[src/ifc_flow_regs.vh]
// Purpose: Constants for the in-band flow control block of one serial channel
// Assumes: 8-bit registers on a 32-bit AXI4-Lite word, low byte used
// Notes:   Offsets, commands and fill levels used by ifc_flow.v
//
// Contract
// - Mode field 00 host, 01 auto transmit, 10 auto receive, 11 both automatic.
// - Auto transmit: received pause lets current character finish, then transmitter stops.
// - Auto-stopped transmitter restarts only on resume or reset; reset flushes queue.
// - In auto transmit, transmitter commands have no effect.
// - While held idle the transmit queue keeps accepting writes and status.
// - Flow characters arriving on a full receive queue are ignored and not stored.
// - Strip bit 0 stores recognised flow characters, 1 discards error-free ones, any mode.
// - Recognition compares with resume and pause registers, customary 0x11 and 0x13.
// - Host pause command stops transmitter until reset or resume command 10110.
// - Host pause is not released by resume character or transmitter re-enable.
// - Auto receive sends pause above fill 240, resume below fill 16.
// - Inserted flow character follows shift register; queued data follows unchanged.
// - Flow character is dropped if its fill condition goes away before start.
// - Outstanding pause is tracked; mode 00 clears it; no resume on leaving.
// - Cancel-send drops pending host flow characters; ignored in automatic modes.
// - A flow character once loaded is never aborted except by reset.
// - Only recognition raises interrupts; transmitter actions raise none.
// - Comparators run in every mode, mode 00 included.
// - Recognition bids at bid register level, masked by bit 4, shown status bit 4.
// - Reset disables character recognition and its interrupt.
// - Flow characters with errors stay valid; error bits are stored as usual.
// - A zero flow character also matches the zero loaded on break.
// - Reset loads resume and pause registers with the standard characters.
// - Reading the flow status register clears its recognition bits.
`ifndef IFC_FLOW_REGS_VH
`define IFC_FLOW_REGS_VH

// ----------------------------------------------------------------
// Register byte offsets
// ----------------------------------------------------------------
`define IFC_MODE_REG_THREE  8'h00
`define IFC_COMMAND_REG     8'h04
`define IFC_RESUME_CHAR_REG 8'h08
`define IFC_PAUSE_CHAR_REG  8'h0c
`define IFC_FLOW_STATUS_REG 8'h10
`define IFC_IRQ_MASK_REG    8'h14
`define IFC_IRQ_STATUS_REG  8'h18
`define IFC_BID_CONTROL_REG 8'h1c

// ----------------------------------------------------------------
// Fields, codes and reset values
// ----------------------------------------------------------------
`define IFC_MODE_STRIP  7
`define IFC_MODE_RECOG  4
`define IFC_MODE_AUTORX 3
`define IFC_MODE_AUTOTX 2
`define IFC_MODE_RST    8'h00
`define IFC_CMD_TXEN    5'h02
`define IFC_CMD_TXDIS   5'h03
`define IFC_CMD_RESET   5'h04
`define IFC_CMD_PAUSE   5'h15
`define IFC_CMD_RESUME  5'h16
`define IFC_CMD_SENDON  5'h17
`define IFC_CMD_SENDOFF 5'h18
`define IFC_CMD_KILL    5'h19
`define IFC_RESUME_RST  8'h11
`define IFC_PAUSE_RST   8'h13
`define IFC_ST_RESUME   0
`define IFC_ST_PAUSE    1
`define IFC_IRQ_BIT     4
`define IFC_FILL_HIGH   9'h0f0
`define IFC_FILL_LOW    9'h010
`define IFC_RESP_OKAY   2'h0
`define IFC_RESP_SLVERR 2'h2

`endif

[src/ifc_flow.v]
// Purpose: In-band pause/resume flow control for one serial channel
// Assumes: Receiver, transmit queue and shift register sit outside this block
//          Shift register reports empty only when it can take a load
// Notes:   Registers on AXI4-Lite; the bid outputs feed an external arbiter
//          Flow characters skip the data hold, not a disabled sender
//
// The register offsets and the AXI4-Lite interface to the registers were decided locally.
`timescale 1ns/1ps
`include "ifc_flow_regs.vh"

module ifc_flow (
  input  wire        clk,
  input  wire        rst,
  input  wire [7:0]  s_axi_awaddr,
  input  wire        s_axi_awvalid,
  output reg         s_axi_awready,
  input  wire [31:0] s_axi_wdata,
  input  wire [3:0]  s_axi_wstrb,
  input  wire        s_axi_wvalid,
  output reg         s_axi_wready,
  output reg  [1:0]  s_axi_bresp,
  output reg         s_axi_bvalid,
  input  wire        s_axi_bready,
  input  wire [7:0]  s_axi_araddr,
  input  wire        s_axi_arvalid,
  output reg         s_axi_arready,
  output reg  [31:0] s_axi_rdata,
  output reg  [1:0]  s_axi_rresp,
  output reg         s_axi_rvalid,
  input  wire        s_axi_rready,
  input  wire        rxCharValid,
  input  wire [7:0]  rxChar,
  input  wire [2:0]  rxCharErr,
  input  wire        rxQueueFull,
  input  wire [8:0]  rxQueueFill,
  output reg         rxStoreValid,
  output reg  [7:0]  rxStoreChar,
  output reg  [2:0]  rxStoreErr,
  input  wire        txQueueValid,
  input  wire [7:0]  txQueueData,
  input  wire        txShiftEmpty,
  output reg         txQueuePop,
  output reg         txLoadValid,
  output reg  [7:0]  txLoadChar,
  output reg         txReset,
  output reg         recogBid,
  output reg  [2:0]  recogBidLevel
);

  // ----------------------------------------------------------------
  // Helpers
  // ----------------------------------------------------------------
  // Plain compare; a break delivers 8'h00 and matches a zero character
  // No break qualifier on purpose; avoid 8'h00 as a flow code
  function charHit;
    input [7:0] rcv;
    input [7:0] pat;
    begin
      charHit = (rcv == pat);
    end
  endfunction

  // ----------------------------------------------------------------
  // State
  // ----------------------------------------------------------------
  // Write capture; address and data may arrive on different edges
  reg [7:0]  wrAddr_ff;
  reg [7:0]  wrData_ff;
  reg        wrStrb_ff;
  reg        awHeld_ff;
  reg        wHeld_ff;
  // Software visible control registers
  reg [7:0]  modeReg_ff;
  reg [7:0]  resumeChar_ff;
  reg [7:0]  pauseChar_ff;
  reg [4:0]  irqMask_ff;
  reg [2:0]  bidCtl_ff;
  // Flow state; auto and host stops have separate release paths
  reg [1:0]  recogSeen_ff;
  reg        txEnable_ff;
  reg        autoStop_ff;
  reg        hostStop_ff;
  reg        pauseOut_ff;
  // Host requests wait here until the shift register is free
  reg        hostSendOn_ff;
  reg        hostSendOff_ff;
  // Read mux outputs
  reg [7:0]  nxt_rdata;
  reg [1:0]  nxt_rresp;

  // Holding off on bvalid keeps a second write from overtaking
  wire       doWrite   = awHeld_ff & wHeld_ff & ~s_axi_bvalid;
  wire       wrMapped  = (wrAddr_ff[1:0] == 2'h0) & (wrAddr_ff <= `IFC_BID_CONTROL_REG);
  wire       regWrite  = doWrite & wrStrb_ff;
  wire       rdTake    = s_axi_arvalid & s_axi_arready;
  wire       cmdWrite  = regWrite & (wrAddr_ff == `IFC_COMMAND_REG);
  wire [4:0] cmdCode   = wrData_ff[7:3];
  wire       softReset = cmdWrite & (cmdCode == `IFC_CMD_RESET);
  // Flow mode decode; host mode is neither automatic direction
  wire       autoTx    = modeReg_ff[`IFC_MODE_AUTOTX];
  wire       autoRx    = modeReg_ff[`IFC_MODE_AUTORX];
  wire       hostMode  = ~autoTx & ~autoRx;
  wire       statusRd  = rdTake & (s_axi_araddr == `IFC_FLOW_STATUS_REG);

  // ----------------------------------------------------------------
  // AXI4-Lite slave handshakes
  // ----------------------------------------------------------------
  // Address and data are taken in either order; the write acts once both are held
  // Readies drop on take and rise after the response: one write in flight
  always @(posedge clk)
  begin
    if (rst)
    begin
      s_axi_awready <= 1'b1;
      s_axi_wready  <= 1'b1;
      s_axi_bvalid  <= 1'b0;
      s_axi_bresp   <= `IFC_RESP_OKAY;
      awHeld_ff     <= 1'b0;
      wHeld_ff      <= 1'b0;
      wrAddr_ff     <= 8'h00;
      wrData_ff     <= 8'h00;
      wrStrb_ff     <= 1'b0;
    end
    else
    begin
      if (s_axi_awvalid & s_axi_awready)
      begin
        wrAddr_ff     <= s_axi_awaddr;
        awHeld_ff     <= 1'b1;
        s_axi_awready <= 1'b0;
      end
      if (s_axi_wvalid & s_axi_wready)
      begin
        wrData_ff    <= s_axi_wdata[7:0];
        wrStrb_ff    <= s_axi_wstrb[0]; // Registers live in byte lane 0 only
        wHeld_ff     <= 1'b1;
        s_axi_wready <= 1'b0;
      end
      if (doWrite)
      begin
        awHeld_ff    <= 1'b0;
        wHeld_ff     <= 1'b0;
        s_axi_bvalid <= 1'b1;
        s_axi_bresp  <= wrMapped ? `IFC_RESP_OKAY : `IFC_RESP_SLVERR;
      end
      if (s_axi_bvalid & s_axi_bready)
      begin
        s_axi_bvalid  <= 1'b0;
        s_axi_awready <= 1'b1;
        s_axi_wready  <= 1'b1;
      end
    end
  end

  // Read data select; command register reads back as zero
  // Unmapped offsets answer SLVERR and zero rather than alias a register
  always @*
  begin
    nxt_rdata = 8'h00;
    nxt_rresp = `IFC_RESP_OKAY;
    if (s_axi_araddr == `IFC_MODE_REG_THREE)
      nxt_rdata = modeReg_ff;
    else if (s_axi_araddr == `IFC_COMMAND_REG)
      nxt_rdata = 8'h00;
    else if (s_axi_araddr == `IFC_RESUME_CHAR_REG)
      nxt_rdata = resumeChar_ff;
    else if (s_axi_araddr == `IFC_PAUSE_CHAR_REG)
      nxt_rdata = pauseChar_ff;
    else if (s_axi_araddr == `IFC_FLOW_STATUS_REG)
      nxt_rdata = {3'h0, hostSendOn_ff | hostSendOff_ff, pauseOut_ff,
                   autoStop_ff | hostStop_ff, recogSeen_ff};
    else if (s_axi_araddr == `IFC_IRQ_MASK_REG)
      nxt_rdata = {3'h0, irqMask_ff};
    else if (s_axi_araddr == `IFC_IRQ_STATUS_REG)
      nxt_rdata = {3'h0, |recogSeen_ff, 4'h0};
    else if (s_axi_araddr == `IFC_BID_CONTROL_REG)
      nxt_rdata = {5'h00, bidCtl_ff};
    else
      nxt_rresp = `IFC_RESP_SLVERR;
  end

  // One read at a time; answer one cycle after the address is taken
  // A status read clears the recognition flags on its take edge
  always @(posedge clk)
  begin
    if (rst)
    begin
      s_axi_arready <= 1'b1;
      s_axi_rvalid  <= 1'b0;
      s_axi_rdata   <= 32'h00000000;
      s_axi_rresp   <= `IFC_RESP_OKAY;
    end
    else if (rdTake)
    begin
      s_axi_arready <= 1'b0;
      s_axi_rvalid  <= 1'b1;
      s_axi_rdata   <= {24'h000000, nxt_rdata};
      s_axi_rresp   <= nxt_rresp;
    end
    else if (s_axi_rvalid & s_axi_rready)
    begin
      s_axi_rvalid  <= 1'b0;
      s_axi_arready <= 1'b1;
    end
  end

  // ----------------------------------------------------------------
  // Receive side recognition
  // ----------------------------------------------------------------
  // Overrun characters are not recognised, so a lost pause
  // can never stop the transmitter behind software's back
  wire recogOn   = modeReg_ff[`IFC_MODE_RECOG];
  wire rxTaken   = rxCharValid & ~rxQueueFull;
  wire hitResume = rxTaken & recogOn & charHit(rxChar, resumeChar_ff);
  wire hitPause  = rxTaken & recogOn & charHit(rxChar, pauseChar_ff);
  // Errored flow characters are kept so software can see why the link stopped
  wire stripIt   = (hitResume | hitPause) & modeReg_ff[`IFC_MODE_STRIP]
                   & (rxCharErr == 3'h0);

  // Pass received characters on, with their error bits, unless stripped
  // Char and error bits register every cycle; the strobe qualifies them
  always @(posedge clk)
  begin
    if (rst)
    begin
      rxStoreValid <= 1'b0;
      rxStoreChar  <= 8'h00;
      rxStoreErr   <= 3'h0;
    end
    else
    begin
      rxStoreValid <= rxTaken & ~stripIt;
      rxStoreChar  <= rxChar;
      rxStoreErr   <= rxCharErr;
    end
  end

  // ----------------------------------------------------------------
  // Transmit insertion and arbitration
  // ----------------------------------------------------------------
  // Auto requests are live terms, so a vanished fill condition cancels them
  // Thresholds are strict: fill 240 and fill 16 request nothing
  wire autoOff  = autoRx & (rxQueueFill > `IFC_FILL_HIGH) & ~pauseOut_ff;
  wire autoOn   = autoRx & (rxQueueFill < `IFC_FILL_LOW) & pauseOut_ff;
  // Host and auto requests merge; host ones wait for the shift register
  wire wantOff  = autoOff | hostSendOff_ff;
  wire wantOn   = autoOn | hostSendOn_ff;
  // Wait one cycle after a load so the shift register can report busy
  // Costs one idle cycle per character but rules out a double load
  wire canLoad  = txShiftEmpty & ~txLoadValid & txEnable_ff;
  // Flow characters bypass the pause stop so two paused ends cannot deadlock
  // Pause beats resume when both are wanted, keeping the far end safe
  wire sendOff  = canLoad & wantOff;
  wire sendOn   = canLoad & ~wantOff & wantOn;
  wire dataHeld = autoStop_ff | hostStop_ff;
  wire sendData = canLoad & ~wantOff & ~wantOn & ~dataHeld & txQueueValid;

  // ----------------------------------------------------------------
  // Control registers and flow state
  // ----------------------------------------------------------------
  // Software reset shares this path but not the bus, so the
  // command write that caused it still gets its response
  // The reset pulse is the only way this block flushes the queue
  always @(posedge clk)
  begin
    if (rst | softReset)
    begin
      modeReg_ff     <= `IFC_MODE_RST;
      resumeChar_ff  <= `IFC_RESUME_RST;
      pauseChar_ff   <= `IFC_PAUSE_RST;
      irqMask_ff     <= 5'h00;
      bidCtl_ff      <= 3'h0;
      recogSeen_ff   <= 2'h0;
      txEnable_ff    <= 1'b0;
      autoStop_ff    <= 1'b0;
      hostStop_ff    <= 1'b0;
      pauseOut_ff    <= 1'b0;
      hostSendOn_ff  <= 1'b0;
      hostSendOff_ff <= 1'b0;
      txLoadValid    <= 1'b0;
      txLoadChar     <= 8'h00;
      txQueuePop     <= 1'b0;
      txReset        <= softReset;
      recogBid       <= 1'b0;
      recogBidLevel  <= 3'h0;
    end
    else
    begin
      txReset <= 1'b0;
      // Register writes
      // Unmapped or lane-masked writes match nothing and change nothing
      if (regWrite & (wrAddr_ff == `IFC_MODE_REG_THREE))
      begin
        modeReg_ff <= wrData_ff;
        if (wrData_ff[`IFC_MODE_AUTORX:`IFC_MODE_AUTOTX] == 2'h0)
          pauseOut_ff <= 1'b0;
      end
      if (regWrite & (wrAddr_ff == `IFC_RESUME_CHAR_REG))
        resumeChar_ff <= wrData_ff;
      if (regWrite & (wrAddr_ff == `IFC_PAUSE_CHAR_REG))
        pauseChar_ff <= wrData_ff;
      if (regWrite & (wrAddr_ff == `IFC_IRQ_MASK_REG))
        irqMask_ff <= wrData_ff[4:0];
      if (regWrite & (wrAddr_ff == `IFC_BID_CONTROL_REG))
        bidCtl_ff <= wrData_ff[2:0];
      // Transmitter commands; ignored while auto transmit owns the transmitter
      // Host pause is still taken in auto receive, where the host owns data
      if (cmdWrite & ~autoTx)
      begin
        if (cmdCode == `IFC_CMD_TXEN)
          txEnable_ff <= 1'b1; // Re-enable does not lift a host pause
        if (cmdCode == `IFC_CMD_TXDIS)
          txEnable_ff <= 1'b0;
        if (cmdCode == `IFC_CMD_PAUSE)
          hostStop_ff <= 1'b1;
        if (cmdCode == `IFC_CMD_RESUME)
          hostStop_ff <= 1'b0;
      end
      // Auto transmit stop and restart; resume never lifts a host pause
      // Leaving auto transmit keeps a stop; only a resume received in auto transmit, or reset, clears it
      if (autoTx & hitPause)
        autoStop_ff <= 1'b1;
      else if (autoTx & hitResume)
        autoStop_ff <= 1'b0;
      // Recognition flags: read clears, a new hit in the same cycle wins
      // Flags record hits in every flow mode, so they work as detectors
      if (statusRd)
        recogSeen_ff <= 2'h0;
      if (hitResume)
        recogSeen_ff[`IFC_ST_RESUME] <= 1'b1;
      if (hitPause)
        recogSeen_ff[`IFC_ST_PAUSE] <= 1'b1;
      // Bid comes only from recognition, never from transmitter activity
      recogBid      <= (|recogSeen_ff | hitResume | hitPause)
                       & irqMask_ff[`IFC_IRQ_BIT] & ~statusRd;
      // Level follows the bid register every cycle, alongside the bid
      recogBidLevel <= bidCtl_ff;
      // Load the shift register: flow characters first, then queued data
      // A loaded character is never withdrawn; only the reset pulse stops it
      txLoadValid <= sendOff | sendOn | sendData;
      txQueuePop  <= sendData;
      if (sendOff)
      begin
        txLoadChar     <= pauseChar_ff;
        pauseOut_ff    <= 1'b1;
        hostSendOff_ff <= 1'b0;
      end
      else if (sendOn)
      begin
        txLoadChar    <= resumeChar_ff;
        pauseOut_ff   <= 1'b0;
        hostSendOn_ff <= 1'b0;
      end
      else if (sendData)
        txLoadChar <= txQueueData;
      // Host requests come last so a new command beats the load clear
      // Host flow character requests and cancel, host mode only
      if (cmdWrite & hostMode)
      begin
        if (cmdCode == `IFC_CMD_SENDON)
          hostSendOn_ff <= 1'b1;
        if (cmdCode == `IFC_CMD_SENDOFF)
          hostSendOff_ff <= 1'b1;
        if (cmdCode == `IFC_CMD_KILL)
        begin
          hostSendOn_ff  <= 1'b0;
          hostSendOff_ff <= 1'b0;
        end
      end
    end
  end

endmodule // ifc_flow

[config.mk]
export PLATFORM = sky130hd
export DESIGN_NAME = ifc_flow
export DESIGN_NICKNAME = d
export VERILOG_FILES = /design/src/ifc_flow.v
export VERILOG_INCLUDE_DIRS = /design/src /design/src/src
export SDC_FILE = /design/constraint.sdc
export NUM_CORES = 1
export LEC_CHECK = 0
export BUFFER_PORTS_ARGS = -buffer_cell sky130_fd_sc_hd__buf_2
export CAP_MARGIN = 20
export CORE_MARGIN = 2
export CORE_UTILIZATION = 51
export CTS_BUF_LIST = sky130_fd_sc_hd__clkbuf_4 sky130_fd_sc_hd__clkbuf_8 sky130_fd_sc_hd__clkbuf_16
export CTS_CLUSTER_SIZE = 10
export DETAILED_ROUTE_END_ITERATION = 8
export PLACE_DENSITY_LB_ADDON = 0.05
export REMOVE_ABC_BUFFERS = 1
export SYNTH_ARGS = -nofsm -noshare
export SYNTH_HDL_FRONTEND = slang
export SYNTH_SLANG_ARGS = --single-unit
[constraint.sdc]
create_clock -name clk -period 1.92 [get_ports clk]
set_input_delay 0.096 -clock clk [delete_from_list [all_inputs] [get_ports clk]]
set_output_delay 0.096 -clock clk [all_outputs]
set_load 0.02 [all_outputs]
==> impl_summary.md <==
Place
The number of port buffers is between 100 and 150. The post-detailed-placement half-perimeter wirelength is approximately 9 mm. OpenSTA, run right after detailed placement, puts the worst setup slack at 0.09415 ns.

The post-placement cell area is 5375 sq um. At the end of routability-driven placement, the weighted congestion stood at 0.8287.

GRT
The first global-routing pass estimated 19.84 mm of wire. The initial antenna violation count is 0. For this run, the total global-route usage over all layers was measured as 0.2512. The via count of the first global-routing pass is between 4,000 and 5,000. The largest net degree at the start of global routing is 46. For this run the aggregate overflow at the end of global routing stands at 0.

Synthesis
In the synthesized netlist the dominant register cell turns out to be dfxtp_1. The number of library cell types mapped by synthesis is between 60 and 70. A synthesized cell averages 8.678 sq um.

Summing every instance area after synthesis gives ~4700 sq um. The share of async-settable or async-resettable flops after synthesis is 0. The number of enable flip-flop cells after synthesis is 0. The share of the Yosys chip area taken by registers is 0.4283. By area the synthesized netlist is led by dfxtp_1 43%, nand2_1 6.1%, mux2i_1 5.5%. For this run, the number of Yosys warnings is 0. Counting flops and latches in the post-synthesis netlist gives between 100 and 150.

dfxtp_1 takes more of the synthesized area than any other cell. Synthesis handed over a netlist of 544 instances. The top cell type's share of synthesized area is 0.4283.

Cells and area
Of the cells placed in the final design, the portion with a size suffix greater than 1 is 0.2421. The final layout contains 784 nets. The relative area change from synthesis to final layout is 25.07%.

The repair_antennas step left the layout with diodes totalling 0. Fill cells in the final layout number 811. Summing all non-filler instances in the final layout gives an area of 5904 sq um.

Worst setup path
The path type of the worst setup path is flip-flop to flip-flop. The setup check on the worst reg-to-reg path leaves a slack of 0.14 ns. The capture instance of the worst register-to-register path is txLoadChar[5]. Grouping stages by cell kind, the critical path spends the most delay in compound AO/OA/AOI/OAI gates. The critical path starts at pauseOut_ff. The highest fanout seen on the critical path is 8.

STA classifies the critical path endpoint as a flip-flop. The critical register-to-register path startpoint is pauseOut_ff. The startpoint type of the worst setup path is a flip-flop. The largest single stage delay on the critical path is 0.37 ns. The slowest stage of the critical path is the dfxtp_1 cell. Walking the worst path, the cells encountered are and3b_1, a211o_2, o211ai_2, a2bb2oi_1, a32o_1. Data on the critical path is required at its endpoint by 2.18 ns. The number of buffers and inverters on the critical path is 0. The number of cells on the worst reg-to-reg path is 5. For the worst setup path, the data arrival time is 2.05 ns.

Die
The initial core utilization is 0.5183. The die area is around 10,000 sq um. The x dimension of the die is 100.2 microns. The floorplan has 35 rows. The die is 100.2 microns tall. The placeable core region is 9109 sq um. The number of ports placed on the die boundary is 159.

CTS
The buffer levels on the longest clock path is 2. The clock tree from TritonCTS is built. The number of buffers created by CTS is 9.

In this run the clock root is driven by a clkbuf_8. The H-tree was split into 3 levels. The clock latency at the later pin of the worst-skew pair is 0.37 ns. The clock drives 101 sinks. The buffer count from post-CTS setup fixing is 0. Clock-pin slew was measured on the worst setup and hold paths at 0.10 ns.

Job
The tool flagged a number of max-cap violations equal to 0.

Route
The post-detailed-route count of antenna-violating nets is 0. The length of the first detailed-routing pass in iterations is 5. The via count normalized by instance count is 5.400.

For this block, the initial DRC count from the detailed router was 220. The count of vias placed by the detailed router is between 4,000 and 5,000. Dividing the detail-routed wire length by the instance count gives 15.50 microns. In the routed design, unresolved DRC markers number 0.

The final wirelength is 12.54 mm.

Min path
The tightest min-delay check is of the input pin to flip-flop type. The worst hold path terminates at rxStoreChar[0]. The worst hold path passes through 2 cells. The worst hold path begins at rxChar[0].

STA
The setup violation total in the final timing report is 0. After layout, the minimum clock period comes to 1.784 ns. The final worst-path cycle share is 0.9291. The worst path setup slack after routing is 0.1362 ns. Timing would allow up to ~560 MHz.

Across the routed clock network, the largest skew measured is 0.01227 ns. The number of hold-slack violations in the final timing report is 0. The summed negative setup slack over all endpoints is 0 ns. The count of final max-slew check failures came to 0.

Setup repair after global routing left no endpoint under its margin.

Outcome
The run finished with clean final reports.

Power and ir drop
The static leakage is 2.549 nW. Across the VDD grid, the largest voltage drop is 0.0004431 V. Dividing total power by cell area gives a power density of 689.7 nW/um^2.
## power by group
part	total (W)	internal [W]	switching [W]
Combinational	0.000516	0.000214	0.000303
Clock	0.00136	0.000607	0.000754
Sequential	0.00220	0.00215	0.0000488
Total	0.00407	0.00297	0.00111
## metal layers
metal	track usage	vias to the layer above	part of all wire
li1	-	2143	-
met1	0.3310	2077	0.45
met2	0.4213	132	0.49
met3	0.03621	17	0.043
met4	0.08851	0	0.018
met5	0	-	0
## sequential cells by signal (all words and copies together) (netlist names), 2 cells and up
register and flops:
s_axi_rdata 8, rxStoreChar 8, modeReg_ff 8, recogBidLevel 3
recogSeen_ff 2, txLoadChar 8, irqMask_ff 5, wrData_ff 8
pauseChar_ff 8, wrAddr_ff 8, rxStoreErr 3, resumeChar_ff 8
bidCtl_ff 3
## kinds of logic (layout without fill, tap and decap cells)
kind of cell	count (synthesis)	in the layout	share of synthesized area
other	1	26	0.0007944
XOR/XNOR	16	16	0.02968
multiplexers	27	27	0.05751
buffers and inverters	71	200	0.08587
flip-flops	101	101	0.4283
AO/OA/AOI/OAI	112	112	0.1638
AND/OR/NAND/NOR	216	216	0.2340
## worst reg2reg max path, delay by kind of cell, from the launching register on
kind / cells / cell delay, ns
compound gates: 4 / 1.09
flops: 1 / 0.37
simple gates: 1 / 0.23
## Yosys cell counts, types with 2 or more instances
library cell,instances
buf_2,6
nand3_1,20
a211oi_1,3
xor2_1,6
or4_1,2
nor3_1,11
nand2b_1,14
a2bb2oi_1,8
nand2_1,77
buf_1,2
nor2b_1,12
and3b_1,3
nand3b_1,3
a21oi_2,2
nand4_1,6
o2bb2ai_1,3
nor4_1,6
a221oi_1,3
xnor2_1,10
mux2i_1,26
or2_2,2
clkbuf_1,15
o21bai_2,2
inv_1,17
or3_1,6
nor3_2,2
buf_4,27
a32o_1,8
o211ai_1,4
a21oi_1,49
o21ai_0,13
nor4_2,2
and2_1,7
nor2_1,35
dfxtp_1,101
buf_6,4
## worst max path at each step
| stage | end | depth (start not counted) | slack [ns] |
|---|---|---|---|
| after floorplan | txLoadChar[0] | 5 | -0.47 |
| after global placement | txLoadChar[3] | 6 | 0.14 |
| after detailed placement | txLoadChar[5] | 6 | 0.09 |
| after CTS | txLoadChar[5] | 6 | 0.06 |
| after global routing | txLoadChar[4] | 5 | 0.02 |
| final | txLoadChar[5] | 5 | 0.14 |
## final cells by class
class,instances,area [sq um],share of cell area
Clock buffer,9,123.9,0.02098
Tap cell,111,138.9,0.02352
Sequential cell,101,2022,0.3424
Inverter,17,63.81,0.01081
Timing Repair Buffer,167,1084,0.1835
Multi-Input combinational cell,397,2396,0.4058
Clock inverter,7,76.32,0.01293
## cells in the final DEF, fill, tap and decap left out, types with 3 or more instances in the layout
| cell | count |
|---|---|
| clkinv_4 | 3 |
| o2bb2ai_1 | 3 |
| xor2_1 | 6 |
| nand2_1 | 77 |
| a32o_1 | 8 |
| nand3b_1 | 3 |
| nand2b_1 | 14 |
| nor3_1 | 11 |
| dlygate4sd3_1 | 32 |
| a2bb2oi_1 | 8 |
| o21ai_0 | 13 |
| nor2b_1 | 12 |
| nand3_1 | 20 |
| or3_1 | 6 |
| nand4_1 | 6 |
| mux2i_1 | 26 |
| buf_2 | 105 |
| buf_4 | 29 |
| o211ai_1 | 4 |
| and2_1 | 7 |
| clkbuf_8 | 9 |
| a21oi_1 | 49 |
| nor4_1 | 6 |
| conb_1 | 26 |
| a211oi_1 | 3 |
| xnor2_1 | 10 |
| dfxtp_1 | 101 |
| nor2_1 | 35 |
| and3b_1 | 3 |
| inv_1 | 17 |
| a221oi_1 | 3 |
## through the flow
step	std cells	power, W	hold WS (ns)	utilization
floorplan	515	0.002482	0.1651	-
global placement	761	0.002691	0.2872	0.5901
detailed placement	761	0.002702	0.2883	0.5901
CTS	809	0.004086	0.005384	0.6473
global route	809	0.004234	0.003266	0.6482
finish	809	0.004072	0.009698	0.6482
## what timing repair did
action	4_1_cts	5_1_grt
hold buffers	32	0
endpoints found under the hold margin	30	0
endpoints found under the setup margin	0	9
resized for setup	0	1
Power figures use the tool's default switching activity.
